File: src/rtl/sac_cfg.svh
`ifndef SAC_CFG_SVH
`define SAC_CFG_SVH

// Data-space addresses
`define SAC_RESULT_ADDR 8'hd0
`define SAC_CTRL_ADDR 8'hd1

// Control register bit positions
`define SAC_IRQ_EN_BIT 7
`define SAC_DONE_BIT 6
`define SAC_START_BIT 5
`define SAC_POWER_BIT 4

// Control register value after reset
`define SAC_CTRL_RESET 8'h40
`define SAC_DONE_RESET 1'b1
`define SAC_IRQ_EN_RESET 1'b0
`define SAC_POWER_RESET 1'b0

// Converter clock is the system clock divided by twelve
`define SAC_CLK_DIV 4'hc
`define SAC_DIV_LAST 4'hb

// Approximation steps
`define SAC_MSB_INDEX 3'h7
`define SAC_MSB_TRIAL 8'h80
`define SAC_LSB_INDEX 3'h0
`define SAC_ONE_BIT 8'h01
`define SAC_ZERO_BYTE 8'h00

`endif

File: src/rtl/sac_pkg.sv
package sac_pkg;

    // Converter sequencer states
    typedef enum logic [1:0]
    {
        SAC_IDLE = 2'b00,
        SAC_ARMED = 2'b01,
        SAC_CONVERT = 2'b10
    } sac_state_type;

endpackage

File: src/rtl/sac_clk_div.sv
`timescale 1ns/100ps
`include "sac_cfg.svh"

module sac_clk_div
    import sac_pkg::*;
(
    // Clock and reset
    input wire logic clk,
    input wire logic reset,
    // Phase control
    input wire logic restart,
    // Converter step enable
    output logic tick
);

    logic [3:0] count;
    wire at_last = (count == `SAC_DIV_LAST);

    // Restart aligns every step to the conversion launch
    always_ff @(posedge clk)
    begin
        if (reset || restart || at_last)
            count <= 4'h0;
        else
            count <= count + 4'h1;
    end

    always_ff @(posedge clk)
    begin
        if (reset)
            tick <= 1'b0;
        else
            tick <= at_last && !restart;
    end

endmodule

File: src/rtl/sac_pin_sync.sv
`timescale 1ns/100ps

module sac_pin_sync
    import sac_pkg::*;
(
    // Clock and reset
    input wire logic clk,
    input wire logic reset,
    // Asynchronous level
    input wire logic pin,
    // Settled level
    output logic level
);

    logic stage1;
    logic stage2;
    logic stage3;

    always_ff @(posedge clk)
    begin
        if (reset)
        begin
            stage1 <= 1'b0;
            stage2 <= 1'b0;
            stage3 <= 1'b0;
        end
        else
        begin
            stage1 <= pin;
            stage2 <= stage1;
            stage3 <= stage2;
        end
    end

    // Accept a change only once two later stages agree
    always_ff @(posedge clk)
    begin
        if (reset)
            level <= 1'b0;
        else if (stage2 == stage3)
            level <= stage3;
    end

endmodule

File: src/rtl/sac_control.sv
`timescale 1ns/100ps
`include "sac_cfg.svh"

module sac_control
    import sac_pkg::*;
(
    // Clock and reset
    input wire logic clk,
    input wire logic reset,
    // Data-space register port
    input wire logic [7:0] addr,
    input wire logic wr_en,
    input wire logic rd_en,
    input wire logic [7:0] wdata,
    output logic [7:0] rdata,
    // Core status and option
    input wire logic core_in_wait,
    input wire logic wait_sync_option,
    // Analog front end
    input wire logic comparator_high,
    output logic [7:0] dac_code,
    output logic converter_power_on,
    output logic converter_active,
    // Completion interrupt, vector four
    output logic done_irq
);

    ////////////////////////////////////////////////////////////////////////////
    // Registers and decode

    sac_state_type state;
    sac_state_type next_state;
    logic done_irq_enable;
    logic done_flag;
    logic [7:0] conversion_result;
    logic [2:0] bit_index;
    logic comparator_level;
    logic tick;

    wire ctl_sel = (addr == `SAC_CTRL_ADDR);
    wire result_sel = (addr == `SAC_RESULT_ADDR);
    wire ctl_write = wr_en && ctl_sel;
    wire conversion_trigger = ctl_write && wdata[`SAC_START_BIT];
    wire next_power = ctl_write ? wdata[`SAC_POWER_BIT] : converter_power_on;
    wire converting = (state == SAC_CONVERT);
    wire wait_seen = (state == SAC_ARMED) && core_in_wait;

    wire direct_start = conversion_trigger && !wait_sync_option;
    wire load_conv = next_power && (direct_start || (wait_seen && !conversion_trigger));

    wire step = converting && tick && converter_power_on;
    wire finish = step && (bit_index == `SAC_LSB_INDEX);

    ////////////////////////////////////////////////////////////////////////////
    // Successive approximation datapath

    wire [7:0] bit_mask = `SAC_ONE_BIT << bit_index;
    wire [7:0] kept = comparator_level ? bit_mask : `SAC_ZERO_BYTE;
    wire [7:0] resolved = (dac_code & ~bit_mask) | kept;
    wire [7:0] next_trial = resolved | (bit_mask >> 1);

    ////////////////////////////////////////////////////////////////////////////
    // Sequencer

    // divider free-runs; only CONVERT uses its steps
    assign next_state = !next_power ? SAC_IDLE :
                        load_conv ? SAC_CONVERT :
                        (conversion_trigger && wait_sync_option) ? SAC_ARMED :
                        finish ? SAC_IDLE :
                        state;

    always_ff @(posedge clk)
    begin
        if (reset)
            state <= SAC_IDLE;
        else
            state <= next_state;
    end

    // activity level keeps converter clocked in WAIT
    always_ff @(posedge clk)
    begin
        if (reset)
            converter_active <= 1'b0;
        else
            converter_active <= (next_state != SAC_IDLE);
    end

    always_ff @(posedge clk)
    begin
        if (reset)
        begin
            dac_code <= `SAC_ZERO_BYTE;
            bit_index <= `SAC_MSB_INDEX;
        end
        else if (load_conv)
        begin
            dac_code <= `SAC_MSB_TRIAL;
            bit_index <= `SAC_MSB_INDEX;
        end
        else if (step && !finish)
        begin
            dac_code <= next_trial;
            bit_index <= bit_index - 3'h1;
        end
    end

    ////////////////////////////////////////////////////////////////////////////
    // Control and result registers

    // power bit, enable bit, reset values
    always_ff @(posedge clk)
    begin
        if (reset)
        begin
            done_irq_enable <= `SAC_IRQ_EN_RESET;
            converter_power_on <= `SAC_POWER_RESET;
        end
        else if (ctl_write)
        begin
            done_irq_enable <= wdata[`SAC_IRQ_EN_BIT];
            converter_power_on <= wdata[`SAC_POWER_BIT];
        end
    end

    // hardware-only set; start clears
    // Completion in the clearing cycle is kept, set wins
    always_ff @(posedge clk)
    begin
        if (reset)
            done_flag <= `SAC_DONE_RESET;
        else if (finish)
            done_flag <= 1'b1;
        else if (conversion_trigger)
            done_flag <= 1'b0;
    end

    // result capture; same cycle as flag
    always_ff @(posedge clk)
    begin
        if (reset)
            conversion_result <= `SAC_ZERO_BYTE;
        else if (finish)
            conversion_result <= resolved;
    end

    // start reads zero; low nibble unused
    wire [7:0] ctl_view = {done_irq_enable, done_flag, 1'b0, converter_power_on, 4'h0};
    wire [7:0] read_mux = ctl_sel ? ctl_view :
                          result_sel ? conversion_result : `SAC_ZERO_BYTE;

    always_ff @(posedge clk)
    begin
        if (reset)
            rdata <= `SAC_ZERO_BYTE;
        else if (rd_en)
            rdata <= read_mux;
    end

    // enable gating; flag is pending; raise on set
    always_ff @(posedge clk)
    begin
        if (reset)
            done_irq <= 1'b0;
        else
            done_irq <= done_flag && done_irq_enable;
    end

    ////////////////////////////////////////////////////////////////////////////
    // Divider and comparator input

    sac_clk_div u_div
    (
        .clk(clk),
        .reset(reset),
        .restart(load_conv),
        .tick(tick)
    );

    // Comparator answers from the analog side, outside this clock
    sac_pin_sync u_cmp_sync
    (
        .clk(clk),
        .reset(reset),
        .pin(comparator_high),
        .level(comparator_level)
    );
endmodule

File: config.mk
export PLATFORM = sky130hd
export DESIGN_NAME = sac_control
export DESIGN_NICKNAME = d
export VERILOG_FILES = /design/src/rtl/sac_pkg.sv /design/src/rtl/sac_clk_div.sv /design/src/rtl/sac_pin_sync.sv /design/src/rtl/sac_control.sv
export VERILOG_INCLUDE_DIRS = /design/src /design/src/rtl
export SDC_FILE = /design/constraint.sdc
export NUM_CORES = 1
export LEC_CHECK = 0
export BUFFER_PORTS_ARGS = -buffer_cell sky130_fd_sc_hd__clkbuf_2
export CAP_MARGIN = 20
export CORE_ASPECT_RATIO = 1.75
export CORE_UTILIZATION = 49
export CTS_BUF_LIST = sky130_fd_sc_hd__clkbuf_8
export CTS_CLUSTER_DIAMETER = 200
export DETAILED_ROUTE_END_ITERATION = 6
export GPL_ROUTABILITY_DRIVEN = 0
export PLACE_DENSITY = 0.84
export SLEW_MARGIN = 20
export SYNTH_ARGS = -nofsm -noshare
export SYNTH_HDL_FRONTEND = slang
export SYNTH_HIERARCHICAL = 1
export SYNTH_SLANG_ARGS = --single-unit
File: constraint.sdc
create_clock -name clk -period 2.35 [get_ports clk]
set_input_delay 0.3525 -clock clk [delete_from_list [all_inputs] [get_ports clk]]
set_output_delay 0.3525 -clock clk [all_outputs]
set_load 0.005 [all_outputs]
==> metrics.csv <==
stage;metric;value;unit
place;port bufs;36;
setup_path;Startpoint Class;input pin;
place;HPWL after detailed placement;2.65;mm
power_and_ir_drop;power per standard cell area;632;nW/um^2
global_route;total gr overflow;0;
global_route;vias in the first global route;1367;
clock_network;Worst-path clk slew;0.08;ns
layout;n_diodes;0;
sta;minimum clock period;2.02;ns
detailed_routing;routed wire length per instance;13.3;um
sta;fin. max-slew vios;0;
floorplan;num ports;42;
job;MaxCap Viol Count;0;
floorplan;FP Rows;28;
clock_network;Num CTS Buffers;5;
synth;main area contributors after synthesis;dfxtp_1 (48%), nor2_1 (6.5%), mux2i_1 (5.0%);
clock_network;htree depth;2;
detailed_routing;via count;1464;
synth;Post-synth ARST share;0;
clock_network;Post-CTS Setup Inserts;0;
setup_path;Setup crit end kind;flop;
layout;layout cells sized above 1;0.278;
clock_network;Clk Latency, worst-skew pair;0.30;ns
synth;Avg Cell Area, Syn;9.73;um^2
layout;Synth-to-Final Area Change;21.6;%
floorplan;Die Area;3930;um^2
sta;Max Clock Freq;0.496;GHz
global_route;pin count of the biggest net entering global routing;31;
synth;Unique masters post-synth;43;
power_and_ir_drop;Peak VDD IR;0.430;mV
clock_network;clock sink count;43;
synth;register bit count reported by yosys;43;
sta;Tcrit/Tclk final;0.859;
clock_network;CTS tree;done;
sta;Final TNS setup;0;ns
setup_path;critical path data required time;2.54;ns
synth;synth warn;6;
floorplan;chip height;82.2;um
setup_path;Reg2Reg Depth;6;
sta;Worst Tran Pin Value;0.585;ns
synth;post-synthesis net count;214;
setup_path;worst path arrival time;2.21;ns
power_and_ir_drop;Leak;0.958;nW
clock_network;clk root buf;clkbuf_8;
global_route;first-pass GRT wire length;5.93;mm
sta;RSZ-0062 raised after global routing;false;
floorplan;Core Region;3430;um^2
detailed_routing;Antenna Nets Post-Route;0;
synth;most common flop cell mapped by yosys;dfxtp_1;
synth;Yosys top cell area share;0.478;
status;status;finished clean;
sta;clk_skew;0.00613;ns
floorplan;Die X;47.8;um
setup_path;critical path type;input pin to flop;
detailed_routing;via/cell ratio;5.32;
synth;post-synthesis sequential area ratio;0.478;
synth;Post-synth EDFFs;0;
detailed_routing;DR pass1 iterations;4;
clock_network;# resized after CTS;0;
sta;Hold WS;0.300;ns
synth;mapped cell area;1800;um^2
synth;Post-Syn Instances;185;
detailed_routing;Initial DRC Count;16;
global_route;GRT Util Overall;0.213;
sta;max_slew headroom;0.610;
min_path;Hold Crit Class;input pin to flop;
detailed_routing;drt total wl;3.65;mm
global_route;initial antenna violation count;0;
layout;# nets final;258;
sta;number of setup violations in the final report;0;
detailed_routing;Remaining DRCs;0;
min_path;Hold Path Depth;2;
floorplan;initial core utilization;0.524;
synth;largest area contributor in the netlist;dfxtp_1;
sta;endpoints failing hold;0;
clock_network;Hold Buf Count CTS;0;
setup_path;worst-path maximum fanout;2;
clock_network;Max Root-Sink Buffers;2;
[stage by stage]
stage | setup slack, ns | instances | area (um^2) | total power, W | utilization
finish | 0.332 | 275 | 2190 | 0.00138 | 0.637
global route | 0.268 | 275 | 2190 | 0.00143 | 0.637
CTS | 0.332 | 275 | 2190 | 0.00139 | 0.637
detailed placement | 0.0307 | 267 | 2070 | 0.000807 | 0.603
global placement | 0.0468 | 267 | 2070 | 0.000805 | 0.603
floorplan | 0.170 | 185 | 1800 | 0.000780 | -
[cell families (layout without fill, tap and decap cells)]
family | Yosys count | after routing | share of synthesized area
and+or+nand+nor | 72 | 72 | 0.209
buffers and inverters | 13 | 58 | 0.0271
AOI/OAI and AO/OA | 33 | 33 | 0.139
adders and majority gates | 6 | 6 | 0.0417
DFF | 43 | 43 | 0.478
muxes | 14 | 14 | 0.0848
xor gates and xnor gates | 4 | 4 | 0.0195
[cells in the final DEF (no fill, tap or decap), drive strengths merged, types with 2 or more instances in the layout]
master,n
o21ai,4
buf,8
nand3b,2
clkbuf,42
nor4,2
mux2i,10
nor3,4
nand2b,6
xor2,2
and3,2
ha,6
clkinv,2
a311oi,5
dfxtp,43
a21oi,3
mux2,4
inv,5
a22oi,8
nor2b,4
xnor2,2
a31oi,2
nand2,12
nor2,31
a211oi,6
[state kept, by name, indices dropped and copies added, names as in the netlist]
name / cells
done_irq_enable: 1
state: 2
done_flag: 1
done_irq: 1
u_cmp_sync/level: 1
u_cmp_sync/stage2: 1
conversion_result: 8
u_div/count: 4
rdata: 8
u_cmp_sync/stage1: 1
u_div/tick: 1
bit_index: 3
converter_active: 1
u_cmp_sync/stage3: 1
dac_code: 8
converter_power_on: 1
[final timing paths]
check,slack (ns),from,endpoint
worst max-delay path,0.33,addr[1],u_div/count[1]
worst min-delay path,0.30,comparator_high,u_cmp_sync/stage1
worst max register to register,0.53,bit_index[0],dac_code[6]
worst min register to register,0.45,u_cmp_sync/stage1,u_cmp_sync/stage2
[routing by layer]
| metal | GRT usage | share of wire | vias to the layer above |
|---|---|---|---|
| met2 | 0.374 | 0.54 | 27 |
| met4 | 0.108 | 0.023 | 0 |
| met5 | 0 | 0 | - |
| met1 | 0.223 | 0.41 | 686 |
| li1 | - | - | 742 |
| met3 | 0.0478 | 0.030 | 9 |
[cells in the mapped netlist, drive strengths merged (2+ instances only)]
cell and instances:
dfxtp 43, nor2 31, nand2 12, mux2i 10, a22oi 8, a211oi 6
clkbuf 6, ha 6, nand2b 6, a311oi 5, inv 5, mux2 4
nor2b 4, nor3 4, o21ai 4, a21oi 3, a31oi 2, and3 2
nand3b 2, nor4 2, xnor2 2, xor2 2
[report_power, final]
group | leakage, nW | switching [W] | internal (W)
clock | 0.0612 | 0.000250 | 0.000344
combinational | 0.549 | 0.0000263 | 0.0000242
sequential | 0.348 | 0.00000416 | 0.000734
total | 0.958 | 0.000281 | 0.00110
[cell type report]
type / count / area, um^2
multi-input cells: 129 / 890
flip-flops and latches: 43 / 861
well taps: 45 / 56.3
clock buffers: 6 / 82.6
repair buffers: 44 / 240
inverters: 6 / 22.5
fillers: 321 / 1250
clock inverters: 2 / 35.0
[critical path, stage by stage]
cell      delay [ns]
clkbuf_2        0.08
or3_4           0.38
or4_4           0.50
mux2_4          0.32
or2_1           0.23
inv_1           0.08
nor2_1          0.06
and3_1          0.21
(Power assumes the default switching activity.)
